==> src/rtl/ptc_map.vh <==
`ifndef PTC_MAP_VH
`define PTC_MAP_VH
// ********************
// register byte addresses
// ********************
`define PTC_LCTL_ADDR 12'h000
`define PTC_UCTL_ADDR 12'h004
`define PTC_LCNT_ADDR 12'h008
`define PTC_UCNT_ADDR 12'h00C
`define PTC_LPER_ADDR 12'h010
`define PTC_UPER_ADDR 12'h014
`define PTC_STAT_ADDR 12'h018
// ********************
// control fields
// ********************
`define PTC_RUN_BIT 15
`define PTC_IDLE_BIT 13
`define PTC_GATE_BIT 6
`define PTC_PS_HI 5
`define PTC_PS_LO 4
`define PTC_PAIR_BIT 3
`define PTC_CS_BIT 1
`define PTC_LCTL_MASK 16'hA07A
`define PTC_UCTL_MASK 16'hA072
`define PTC_CTL_RESET 16'h0000
// ********************
// prescale terminal counts
// ********************
`define PTC_PS_256 8'hFF
`define PTC_PS_64 8'h3F
`define PTC_PS_8 8'h07
`define PTC_PS_1 8'h00
`endif

==> src/rtl/ptc_top.v <==
`timescale 1ns/10ps
`default_nettype none
`include "ptc_map.vh"
module ptc_top (
  // clock and reset
  input wire sys_clk_i,
  input wire nrst_i,
  // apb slave
  input wire psel_i,
  input wire penable_i,
  input wire pwrite_i,
  input wire [11:0] paddr_i,
  input wire [31:0] pwdata_i,
  output wire [31:0] prdata_o,
  output wire pready_o,
  output wire pslverr_o,
  // device and pins
  input wire idle_mode_i,
  input wire lower_ext_count_pin_i,
  input wire lower_gate_i,
  input wire upper_ext_count_pin_i,
  input wire upper_gate_i,
  // period match events
  output reg lower_match_o,
  output reg upper_match_o
);

  // ********************
  // registers
  // ********************
  reg [15:0] lctl_q;
  reg [15:0] uctl_q;
  reg [15:0] lcnt_q;
  reg [15:0] ucnt_q;
  reg [15:0] lper_q;
  reg [15:0] uper_q;
  reg [1:0] lflag_q;
  reg [31:0] prdata_q;
  reg [2:0] lpin_q;
  reg [2:0] upin_q;
  reg [1:0] lgate_q;
  reg [1:0] ugate_q;
  reg [1:0] idle_q;
  reg [7:0] lps_q;
  reg [7:0] ups_q;

  // prescale terminal count from the select field
  function [7:0] ps_term;
    input [1:0] sel;
    begin
      case (sel)
        2'b11: ps_term = `PTC_PS_256;
        2'b10: ps_term = `PTC_PS_64;
        2'b01: ps_term = `PTC_PS_8;
        default: ps_term = `PTC_PS_1;
      endcase
    end
  endfunction

  // qualifies one input tick by run, idle, source and gate settings
  function raw_tick;
    input [15:0] ctl;
    input ext_rise;
    input gate;
    input idle;
    begin
      if (!ctl[`PTC_RUN_BIT] || (idle && ctl[`PTC_IDLE_BIT]))
        raw_tick = 1'b0;
      else if (ctl[`PTC_CS_BIT])
        raw_tick = ext_rise;
      else if (ctl[`PTC_GATE_BIT])
        raw_tick = gate;
      else
        raw_tick = 1'b1;
    end
  endfunction

  // ********************
  // input synchronisers
  // ********************
  // third stage only feeds the edge detector, never the first flop
  always @(posedge sys_clk_i or negedge nrst_i) begin
    if (!nrst_i) begin
      lpin_q <= 3'h0;
      upin_q <= 3'h0;
      lgate_q <= 2'h0;
      ugate_q <= 2'h0;
      idle_q <= 2'h0;
    end else begin
      lpin_q <= {lpin_q[1:0], lower_ext_count_pin_i};
      upin_q <= {upin_q[1:0], upper_ext_count_pin_i};
      lgate_q <= {lgate_q[0], lower_gate_i};
      ugate_q <= {ugate_q[0], upper_gate_i};
      idle_q <= {idle_q[0], idle_mode_i};
    end
  end

  // ********************
  // tick and match logic
  // ********************
  wire pair_w = lctl_q[`PTC_PAIR_BIT];
  wire lraw_w = raw_tick(lctl_q, lpin_q[1] & ~lpin_q[2], lgate_q[1],
    idle_q[1]);
  // upper control is ignored while paired
  wire uraw_w = raw_tick(uctl_q, upin_q[1] & ~upin_q[2], ugate_q[1],
    idle_q[1]);
  wire [7:0] lterm_w = ps_term(lctl_q[`PTC_PS_HI:`PTC_PS_LO]);
  wire [7:0] uterm_w = ps_term(uctl_q[`PTC_PS_HI:`PTC_PS_LO]);
  // at or past terminal count, so a smaller new ratio never waits a full wrap
  wire ltick_w = lraw_w && (lps_q >= lterm_w);
  wire utick_w = uraw_w && (ups_q >= uterm_w) && !pair_w;
  wire lmatch_w = (lcnt_q == lper_q);
  wire umatch_w = (ucnt_q == uper_q);
  wire wmatch_w = lmatch_w && umatch_w;
  wire wr_w = psel_i && penable_i && pwrite_i;

  // prescalers count qualified input ticks and hold between them, so that
  // sparse external edges and gated time still accumulate through the divide
  always @(posedge sys_clk_i or negedge nrst_i) begin
    if (!nrst_i) begin
      lps_q <= 8'h00;
      ups_q <= 8'h00;
    end else begin
      if (!lctl_q[`PTC_RUN_BIT] || ltick_w)
        lps_q <= 8'h00;
      else if (lraw_w)
        lps_q <= lps_q + 8'h01;
      if (!uctl_q[`PTC_RUN_BIT] || pair_w || utick_w)
        ups_q <= 8'h00;
      else if (uraw_w)
        ups_q <= ups_q + 8'h01;
    end
  end

  // counters, control registers and match pulses
  always @(posedge sys_clk_i or negedge nrst_i) begin
    if (!nrst_i) begin
      lctl_q <= `PTC_CTL_RESET;
      uctl_q <= `PTC_CTL_RESET;
      lcnt_q <= 16'h0000;
      ucnt_q <= 16'h0000;
      lper_q <= 16'hFFFF;
      uper_q <= 16'hFFFF;
      lflag_q <= 2'h0;
      lower_match_o <= 1'b0;
      upper_match_o <= 1'b0;
    end else begin
      lower_match_o <= 1'b0;
      upper_match_o <= 1'b0;
      if (pair_w) begin
        if (ltick_w) begin
          // lower word low, upper word high
          if (wmatch_w) begin
            lcnt_q <= 16'h0000;
            ucnt_q <= 16'h0000;
            upper_match_o <= 1'b1;
          end else begin
            {ucnt_q, lcnt_q} <= {ucnt_q, lcnt_q} + 32'h0000_0001;
          end
        end
      end else begin
        if (ltick_w) begin
          if (lmatch_w) begin
            lcnt_q <= 16'h0000;
            lower_match_o <= 1'b1;
          end else
            lcnt_q <= lcnt_q + 16'h0001;
        end
        if (utick_w) begin
          if (umatch_w) begin
            ucnt_q <= 16'h0000;
            upper_match_o <= 1'b1;
          end else
            ucnt_q <= ucnt_q + 16'h0001;
        end
      end
      // sticky flags: set wins over a same-cycle clear
      lflag_q <= (lflag_q & ~((wr_w && paddr_i == `PTC_STAT_ADDR) ?
        pwdata_i[1:0] : 2'h0)) |
        {(ltick_w && (pair_w ? wmatch_w : 1'b0)) || (utick_w && umatch_w),
        ltick_w && !pair_w && lmatch_w};
      if (wr_w) begin
        case (paddr_i)
          `PTC_LCTL_ADDR: lctl_q <= pwdata_i[15:0] & `PTC_LCTL_MASK;
          `PTC_UCTL_ADDR: uctl_q <= pwdata_i[15:0] & `PTC_UCTL_MASK;
          `PTC_LCNT_ADDR: lcnt_q <= pwdata_i[15:0];
          `PTC_UCNT_ADDR: ucnt_q <= pwdata_i[15:0];
          `PTC_LPER_ADDR: lper_q <= pwdata_i[15:0];
          `PTC_UPER_ADDR: uper_q <= pwdata_i[15:0];
          default: lper_q <= lper_q;
        endcase
      end
    end
  end

  // ********************
  // apb read path
  // ********************
  // read data is registered during setup so the access phase ends at once
  always @(posedge sys_clk_i or negedge nrst_i) begin
    if (!nrst_i) begin
      prdata_q <= 32'h0000_0000;
    end else if (psel_i && !penable_i && !pwrite_i) begin
      case (paddr_i)
        `PTC_LCTL_ADDR: prdata_q <= {16'h0000, lctl_q};
        `PTC_UCTL_ADDR: prdata_q <= {16'h0000, uctl_q};
        `PTC_LCNT_ADDR: prdata_q <= {16'h0000, lcnt_q};
        `PTC_UCNT_ADDR: prdata_q <= {16'h0000, ucnt_q};
        `PTC_LPER_ADDR: prdata_q <= {16'h0000, lper_q};
        `PTC_UPER_ADDR: prdata_q <= {16'h0000, uper_q};
        `PTC_STAT_ADDR: prdata_q <= {30'h0, lflag_q};
        default: prdata_q <= 32'h0000_0000;
      endcase
    end
  end

  assign prdata_o = prdata_q;
  assign pready_o = 1'b1;
  assign pslverr_o = psel_i && penable_i && (paddr_i > `PTC_STAT_ADDR ||
    paddr_i[1:0] != 2'b00);

endmodule // ptc_top
`default_nettype wire

==> config.mk <==
export PLATFORM = sky130hd
export DESIGN_NAME = ptc_top
export DESIGN_NICKNAME = d
export VERILOG_FILES = /design/src/rtl/ptc_top.v
export VERILOG_INCLUDE_DIRS = /design/src /design/src/rtl
export SDC_FILE = /design/constraint.sdc
export NUM_CORES = 1
export LEC_CHECK = 0
export BUFFER_PORTS_ARGS = -buffer_cell sky130_fd_sc_hd__buf_2
export CAP_MARGIN = 40
export CORE_MARGIN = 2
export CORE_UTILIZATION = 64
export CTS_CLUSTER_SIZE = 20
export DETAILED_ROUTE_END_ITERATION = 6
export PLACE_DENSITY_LB_ADDON = 0.12
export SKIP_LAST_GASP = 1
export SYNTH_ARGS = -nofsm -noshare
export SYNTH_HDL_FRONTEND = slang
export SYNTH_SLANG_ARGS = --single-unit
==> constraint.sdc <==
create_clock -name sys_clk_i -period 5.9 [get_ports sys_clk_i]
set_clock_uncertainty 0.2 [all_clocks]
set_input_delay 0 -clock sys_clk_i [delete_from_list [all_inputs] [get_ports sys_clk_i]]
set_output_delay 0 -clock sys_clk_i [all_outputs]
set_load 0.05 [all_outputs]
==> flow_metrics.tcl, run 1 <==
set metrics [dict create \
    std_cell_rows 39 \
    leakagePower_uw 0.00373 \
    cp-end-kind "flop" \
    grt_pass1_wl_mm 34.7 \
    via_per_inst 6.56 \
    root_buffer "clkbuf_16" \
    hold_slack_ns 0.0157 \
    cts_tree "yes" \
    place_ws_ns 2.51 \
    r2r-end "lcnt_q[3]" \
    ant_nets 0 \
    slew_headroom 0.365 \
    ios 90 \
    die_height_um 113 \
    wl_per_cell_um 21.5 \
    finalHoldViolations 0 \
    synth_edf_count 0 \
    cts.htree.levels 4 \
    startpoint_type "flop" \
    reg2reg_slack_ns 2.06 \
    fin_ws_ns 2.06 \
    hold_path_class "input port to flop" \
    max_cap_viol_count 0 \
    report.final.slew_viol_count 0 \
    critPathLaunch "lctl_q[5]" \
    tightest_slew_ns 0.953 \
    rr_worst_depth 11 \
    dieArea_um2 12700 \
    yosys.cell_types.count 73 \
    final_nets 922 \
    reg2reg_from "lctl_q[5]" \
    fmax_mhz 261 \
    worstPathMaxFanout 13 \
    ys_warn_count 0 \
    dpl.hpwl_mm 14.9 \
    critPathCapture "lcnt_q[3]" \
    grt_overflow_total 0 \
    synthCells 783 \
    syn_avg_cell_area_um2 9.65 \
    clock_latency_ns 0.43 \
    drtIter0Drc 729 \
    cts.clk_slew.worst_paths_ns 0.06 \
    totalWireLength_mm 21.6 \
    core_area_um2 11500 \
    antenna_found_initial 0 \
    clockBufferDepth 2 \
    cp.arrival_ns 3.95 \
    ys_seq_area_frac 0.419 \
    finalWeightedCongestion 0.952 \
    drc 0 \
    cts_made_buffers 17 \
    fin_crit_ns 3.84 \
    port_buffers 56 \
    syn2layout_area_growth_pct 15.4 \
    criticalPathCategory "flop to flop" \
    status "finished, final reports clean" \
    num_vias 6593 \
    setup_viol 0 \
    grt_use_total 0.356 \
    netlist_area_um2 7550 \
    die_x_um 113 \
    finalCritPeriodShare 0.650 \
    drive_gt1_frac 0.225 \
    async_flop_share 1.00 \
    ir_worst_vdd_v 0.000302 \
    synthFlopType "dfrtp_1" \
    start_util 0.659 \
    pwr_density_cell_nw_per_um2 245 \
    drt_first_pass_iters 5 \
    rsz0062_at_grt "no" \
    finalSetupTns_ns 0 \
    postLayoutCoreUtil 0.760 \
    grt_pass1_vias 6556 \
    synth-seq-cells 125 \
    clock_sink_count 125 \
    diodes 0 \
    grt_max_degree 67 \
    worstPathRequired_ns 6.01 \
]
-- critical path, stage by stage (launching register included) --
cell and delay (ns):
dfrtp_1 0.42, or2_2 0.33, ha_1 0.27, nand2b_1 0.14, a2111oi_1 0.51, o31ai_1 0.13, buf_4 0.21, nand2_1 0.38
nor2_1 0.28, a22oi_1 0.22, a21oi_1 0.08, dlygate4sd3_1 0.55
-- synth_stat cells, drive strengths merged, types with 4 or more instances --
master / instances / area [um^2]
dfrtp: 93 / 2330
nor2: 62 / 235
nand2: 52 / 195
xnor2: 48 / 420
o21ai: 46 / 230
mux2: 43 / 484
a21oi: 40 / 200
buf: 37 / 248
dfstp: 32 / 841
clkbuf: 29 / 120
nand3: 29 / 150
a22oi: 22 / 165
nor3: 21 / 120
ha: 19 / 238
inv: 19 / 71.3
nand4: 17 / 113
nor4: 17 / 168
a31oi: 13 / 81.3
xor2: 13 / 114
a21o: 11 / 83.8
a221oi: 10 / 87.6
and3: 10 / 63.8
a22o: 9 / 78.8
o21a: 9 / 67.6
nor2b: 8 / 50.1
or3: 8 / 50.1
o22a: 7 / 61.3
nand2b: 5 / 31.3
a211oi: 4 / 35.0
nor3b: 4 / 30.0
-- how the worst min path moves through the flow --
| stage | cells after the start | to | slack, ns | startpoint |
|---|---|---|---|---|
| finish | 2 | upin_q[0] | 0.02 | upper_ext_count_pin_i |
| floorplan | 0 | idle_q[0] | -0.50 | nrst_i |
| global route | 2 | ugate_q[0] | 0.009 | upper_gate_i |
| global placement | 1 | lpin_q[0] | -0.09 | lower_ext_count_pin_i |
| CTS | 2 | lpin_q[0] | 0.007 | lower_ext_count_pin_i |
| detailed placement | 1 | ugate_q[0] | -0.09 | upper_gate_i |
-- sequential cells by signal, summed over array words and instances (netlist names), 3 cells and up --
signal and count:
lcnt_q 16, lper_q 16, prdata_o 16, ucnt_q 16
uper_q 16, lps_q 8, ups_q 8, lctl_q 7
uctl_q 6, lpin_q 3, upin_q 3
-- layout make-up --
type / count / area [um^2]
Clock buffer: 20 / 457
Clock inverter: 12 / 160
Fill cell: 820 / 2750
Inverter: 19 / 71.3
Multi-Input combinational cell: 588 / 4010
Sequential cell: 125 / 3170
Tap cell: 143 / 179
Timing Repair Buffer: 98 / 669
-- layer usage --
layer,GRT usage,vias up,part of all wire
met1,0.470,3206,0.42
met3,0.0734,74,0.079
li1,-,2953,-
met4,0.159,0,0.035
met2,0.570,360,0.47
met5,0,-,0
-- report_power, final --
group / switching [uW] / internal, uW
clock network: 403 / 690
logic: 106 / 51.6
registers: 17.9 / 870
total: 527 / 1610
-- stage by stage --
stage	total power (uW)	cells	instance area [um^2]
global placement	1040	941	7790
floorplan	993	798	7610
detailed placement	1040	944	7810
finish	2140	1005	8710
global route	2190	1005	8710
CTS	2140	1004	8710
-- logic make-up (layout without fill, tap and decap cells) --
kind of cell / Yosys count / count (layout) / synth area share
AO/OA/AOI/OAI: 195 / 195 / 0.173
buffers and inverters: 85 / 149 / 0.0581
XOR/XNOR: 61 / 61 / 0.0707
AND/OR/NAND/NOR: 250 / 250 / 0.178
multiplexers: 46 / 46 / 0.0681
other: 2 / 17 / 0.000994
adder cells (fa/ha/maj): 19 / 19 / 0.0315
flip-flops: 125 / 125 / 0.419
-- layout by cell type, fill, tap and decap left out, drive strengths merged, types with 4 or more instances in the layout --
cell | netlist | layout
a221oi | 10 | 10
a31oi | 13 | 13
o21ai | 46 | 46
clkbuf | 29 | 21
xor2 | 13 | 13
nor2b | 8 | 8
xnor2 | 48 | 48
clkinvlp | 0 | 4
a211oi | 4 | 4
or3 | 8 | 8
nor4 | 17 | 17
o22a | 7 | 7
nand2b | 5 | 5
conb | 2 | 17
a21o | 11 | 11
inv | 19 | 22
a22oi | 22 | 22
mux2 | 43 | 43
ha | 19 | 19
a21oi | 40 | 40
nand3 | 29 | 29
a22o | 9 | 9
nand4 | 17 | 17
dlygate4sd3 | 0 | 28
buf | 37 | 69
nor3 | 21 | 21
o21a | 9 | 9
dfrtp | 93 | 93
and3 | 10 | 10
nor2 | 62 | 62
nor3b | 4 | 4
nand2 | 52 | 52
dfstp | 32 | 32
-- what timing repair did --
item / CTS / global route
hold buffers: 28 / 0
gates resized for setup: 0 / 0
setup buffers: 0 / 0
hold endpoints to repair: 149 / 0
(Power assumes the default switching activity.)
==> inputs of run 2 (changes only) <==
--- a/config.mk
+++ b/config.mk
@@ -9,7 +9,7 @@
 export BUFFER_PORTS_ARGS = -buffer_cell sky130_fd_sc_hd__buf_2
 export CAP_MARGIN = 40
 export CORE_MARGIN = 2
-export CORE_UTILIZATION = 64
+export CORE_UTILIZATION = 59
 export CTS_CLUSTER_SIZE = 20
 export DETAILED_ROUTE_END_ITERATION = 6
 export PLACE_DENSITY_LB_ADDON = 0.12
==> constraint.sdc (replaced) <==
create_clock -name sys_clk_i -period 3.87 [get_ports sys_clk_i]
set_clock_uncertainty 0.2 [all_clocks]
set_input_delay 0 -clock sys_clk_i [delete_from_list [all_inputs] [get_ports sys_clk_i]]
set_output_delay 0 -clock sys_clk_i [all_outputs]
set_load 0.05 [all_outputs]
==> flow_metrics.tcl, run 2 (synthesis gave the netlist of run 1 again) <==
set metrics [dict create \
    hold_path_class "input port to async pin" \
    ir_worst_vdd_v 0.000315 \
    most-common-layout-cells "dfrtp_1, nor2_1, buf_2" \
    finalCritPeriodShare 0.914 \
    diodes 0 \
    critPathSlowestCell "a2111oi_1" \
    finalHoldViolations 0 \
    grt_max_degree 59 \
    p_clk_frac 0.476 \
    grt_pass1_wl_mm 33.8 \
    power.share.switching 0.259 \
    startpoint_type "flop" \
    root_buffer "clkbuf_16" \
    dieArea_um2 13700 \
    port_buffers 56 \
    ios 90 \
    final.fill_count 977 \
    slew_headroom 0.399 \
    cp.arrival_ns 3.70 \
    drtIter0Drc 816 \
    cts_made_buffers 17 \
    status "finished, final reports clean" \
    reg2reg_slack_ns 0.33 \
    fin_ws_ns 0.334 \
    cp_num_buf_inv 2 \
    grt_pass1_vias 6387 \
    criticalPathCategory "flop to flop" \
    totalWireLength_mm 21.4 \
    clockBufferDepth 2 \
    setup_viol 0 \
    cts_tree "yes" \
    cts.htree.levels 4 \
    worstPathRequired_ns 4.03 \
    worstPathMaxFanout 8 \
    die_height_um 117 \
    num_vias 6659 \
    dpl.hpwl_mm 14.9 \
    fin_crit_ns 3.54 \
    r2r-end "ucnt_q[6]" \
    fmax_mhz 283 \
    cp-end-kind "flop" \
    final_common_cell "dfrtp_1" \
    power_frac_comb 0.081 \
    max_cap_viol_count 0 \
    tightest_slew_ns 0.895 \
    rsz0062_at_grt "no" \
    reg2reg_from "lctl_q[5]" \
    switchingPower_uw 792 \
    crit_path_cell_trace "or2_2, ha_1, nand2b_1, a2111oi_1, o31ai_1, a41oi_1, buf_4, inv_1, o21ai_0, o22a_1" \
    start_util 0.601 \
    finalSetupTns_ns 0 \
    post_cts_buffers 0 \
    pwr_density_cell_nw_per_um2 348 \
    grt_overflow_total 0 \
    core_area_um2 12600 \
    clock_latency_ns 0.43 \
    power_frac_seq 0.443 \
    drive_gt1_frac 0.232 \
    grt_use_total 0.328 \
    clock_sink_count 125 \
    wl_per_cell_um 20.6 \
    leakagePower_uw 0.00375 \
    drt_first_pass_iters 6 \
    report.final.slew_viol_count 0 \
    syn2layout_area_growth_pct 16.0 \
    p_int_uw 2260 \
    cp_slowest_stage_delay_ns 0.60 \
    finalWeightedCongestion 0.961 \
    postLayoutCoreUtil 0.697 \
    antenna_found_initial 0 \
    path_depth 10 \
    std_cell_rows 41 \
    drc 0 \
    via_per_inst 6.40 \
    place_ws_ns 0.401 \
    rr_worst_depth 10 \
    ant_nets 0 \
    final_nets 928 \
    cts.clk_slew.worst_paths_ns 0.06 \
    crit_family "compound AO/OA/AOI/OAI gates" \
    die_x_um 117 \
]
run 2: changes by cell type in the layout (fill, tap and decap cells not counted), sizes merged:
| cell | change |
|---|---|
| clkbuf | -2 |
| clkinv | +4 |
| bufinv | -3 |
| buf | +7 |
run 2: layout make-up:
cell class                 count  area (um^2)  share of cell area
multi-input combinational    588         4010               0.458
timing repair buffer         104          751              0.0857
sequential                   125         3170               0.362
clock buffer                  19          453              0.0517
inverter                      19         71.3             0.00814
tap                          172          215              0.0246
clock inverter                13         90.1              0.0103
run 2: per-layer routing:
layer | track usage | up-vias | wire [um]
li1 | - | 2973 | -
met1 | 0.434 | 3189 | 8770
met2 | 0.521 | 422 | 9990
met3 | 0.0726 | 75 | 1860
met4 | 0.145 | 0 | 788
met5 | 0 | - | 0
run 2: power groups by stage:
stage | clock network, uW | logic (uW) | registers [uW]
floorplan | 0 | 157 | 1360
global placement | 0 | 214 | 1370
detailed placement | 0 | 222 | 1370
CTS | 1470 | 246 | 1350
global route | 1530 | 271 | 1350
finish | 1450 | 248 | 1350
run 2: timing repair:
action                                 in CTS  in global routing
endpoints found under the hold margin     209                  0
hold buffers                               28                  0
gates resized for setup                     0                  0
run 2: worst max-delay path by stage:
stage               startpoint  slack (ns)    endpoint
floorplan            lctl_q[5]         1.0  ucnt_q[15]
global placement     lctl_q[5]        0.56   ucnt_q[4]
detailed placement   lctl_q[5]        0.40   ucnt_q[4]
CTS                  lctl_q[5]        0.37   ucnt_q[4]
global route         lctl_q[5]        0.06   ucnt_q[4]
finish               lctl_q[5]        0.33   ucnt_q[6]
run 2: per-stage QoR:
step	power, uW	instance area (um^2)	std cells	hold WS, ns
5_1_grt	3150	8760	1040	0.0181
4_1_cts	3060	8760	1040	0.00133
3_3_place_gp	1580	7890	977	-0.0918
3_5_place_dp	1590	7940	980	-0.277
2_1_floorplan	1510	7610	798	-0.496
6_report	3050	8760	1040	0.0153
==> inputs of run 3 (changes only) <==
--- a/config.mk
+++ b/config.mk
@@ -8,11 +8,12 @@
 export LEC_CHECK = 0
 export BUFFER_PORTS_ARGS = -buffer_cell sky130_fd_sc_hd__buf_2
 export CAP_MARGIN = 40
+export CORE_ASPECT_RATIO = 1.75
 export CORE_MARGIN = 2
 export CORE_UTILIZATION = 59
 export CTS_CLUSTER_SIZE = 20
 export DETAILED_ROUTE_END_ITERATION = 6
-export PLACE_DENSITY_LB_ADDON = 0.12
+export PLACE_DENSITY = 0.92
 export SKIP_LAST_GASP = 1
 export SYNTH_ARGS = -nofsm -noshare
 export SYNTH_HDL_FRONTEND = slang
==> flow_metrics.tcl, run 3 (synthesis gave the netlist of run 1 again) <==
set metrics [dict create \
    status "finished, final reports clean" \
    syn2layout_area_growth_pct 16.1 \
    cts.clk_slew.worst_paths_ns 0.07 \
    finalSetupTns_ns 0 \
    pwr_density_cell_nw_per_um2 365 \
    worstPathRequired_ns 3.98 \
    cts.htree.levels 4 \
    totalWireLength_mm 24.3 \
    cp.arrival_ns 3.56 \
    die_height_um 154 \
    criticalPathCategory "flop to flop" \
    leakagePower_uw 0.00376 \
    cts_made_buffers 17 \
    port_buffers 56 \
    drt_first_pass_iters 6 \
    cp_num_buf_inv 0 \
    die_x_um 89.5 \
    hold_path_class "input port to flop" \
    finalInstanceArea_um2 8770 \
    fin_crit_ns 3.46 \
    finalCritPeriodShare 0.894 \
    dieArea_um2 13800 \
    clockBufferDepth 2 \
    setup_viol 0 \
    drive_gt1_frac 0.234 \
    crit_family "simple AND/OR/NAND/NOR gates" \
    holdBufCountCts 27 \
    wl_per_cell_um 23.5 \
    final_nets 929 \
    dpl.hpwl_mm 15.6 \
    crit_path_cell_trace "xnor2_1, nand4_1, nor4_1, o21a_1, nor2_1, a22oi_1, a21oi_1" \
    dpl-instance-area_um2 7910 \
    most-common-layout-cells "dfrtp_1, nor2_1, buf_2" \
    std_cell_rows 54 \
    grt_pass1_vias 7268 \
    grt_max_degree 68 \
    drc 0 \
    worstPathMaxFanout 15 \
    clock_latency_ns 0.43 \
    cp_slowest_stage_delay_ns 0.65 \
    tightest_slew_ns 0.916 \
    final.fill_count 824 \
    startpoint_type "flop" \
    multi_input_area_um2 4010 \
    post_cts_buffers 0 \
    cts_resized 0 \
    grt_use_total 0.374 \
    antenna_found_initial 0 \
    cp-end-kind "flop" \
    ios 90 \
    diodes 0 \
    via_per_inst 6.93 \
    report.final.slew_viol_count 0 \
    root_buffer "clkbuf_16" \
    core_area_um2 12500 \
    finalWeightedCongestion 0.940 \
    slew_headroom 0.388 \
    start_util 0.604 \
    final_common_cell "dfrtp_1" \
    ant_nets 0 \
    ir_worst_vdd_v 0.000326 \
    grt_overflow_total 0 \
    cts_tree "yes" \
    critPathSlowestCell "nor4_1" \
    fmax_mhz 289 \
    rsz0062_at_grt "no" \
    drtIter0Drc 977 \
    max_cap_viol_count 0 \
    finalHoldViolations 0 \
    clock_sink_count 125 \
    grt_pass1_wl_mm 38.9 \
    regArea_um2 3170 \
    num_vias 7182 \
]
run 3: worst register-to-register path: stages, from the launching register on:
cell,delay (ns)
dfrtp_1,0.46
xnor2_1,0.52
nand4_1,0.25
nor4_1,0.65
o21a_1,0.58
nor2_1,0.31
a22oi_1,0.28
a21oi_1,0.10
run 3: where the power goes:
| part | total [uW] | switching, uW | internal (uW) | leakage (uW) |
|---|---|---|---|---|
| Sequential | 1350 | 25.9 | 1320 | 0.00144 |
| Clock | 1600 | 734 | 867 | 0.000284 |
| Combinational | 252 | 171 | 80.4 | 0.00204 |
| Total | 3200 | 931 | 2270 | 0.00376 |
run 3: area by class of cell:
class                           count  area share
Inverter                           19     0.00813
Clock buffer                       17      0.0485
Multi-Input combinational cell    588       0.457
Tap cell                          168      0.0240
Sequential cell                   125       0.361
Timing Repair Buffer              105      0.0819
Clock inverter                     15      0.0190
run 3: worst paths after layout:
path | start | end | slack, ns | cells past startpoint
hold reg to reg | lpin_q[0] | lpin_q[1] | 0.15 | 0
min in group asynchronous | nrst_i | lcnt_q[12] | 0.04 | 2
setup reg to reg | lcnt_q[10] | lcnt_q[4] | 0.41 | 7
hold / removal | lower_gate_i | lgate_q[0] | 0.01 | 2
max in group asynchronous | nrst_i | uper_q[5] | 2.43 | 3
setup / recovery | lcnt_q[10] | lcnt_q[4] | 0.41 | 7
run 3: routing by layer:
| metal | global-route usage | vias to the layer above | part of all wire |
|---|---|---|---|
| met5 | 0 | - | 0 |
| li1 | - | 2959 | - |
| met3 | 0.0934 | 219 | 0.10 |
| met4 | 0.247 | 0 | 0.088 |
| met2 | 0.604 | 603 | 0.49 |
| met1 | 0.425 | 3401 | 0.32 |
run 3: through the flow:
stage	utilization	cells	hold WS [ns]	total power, uW	worst slack [ns]
6_report	0.702	1037	0.0105	3200	0.411
5_1_grt	0.702	1037	0.0167	3270	0.319
4_1_cts	0.702	1037	0.00627	3180	0.610
3_5_place_dp	0.633	978	-0.0901	1590	0.629
3_3_place_gp	0.632	977	-0.0925	1590	0.721
2_1_floorplan	-	798	-0.496	1510	0.996
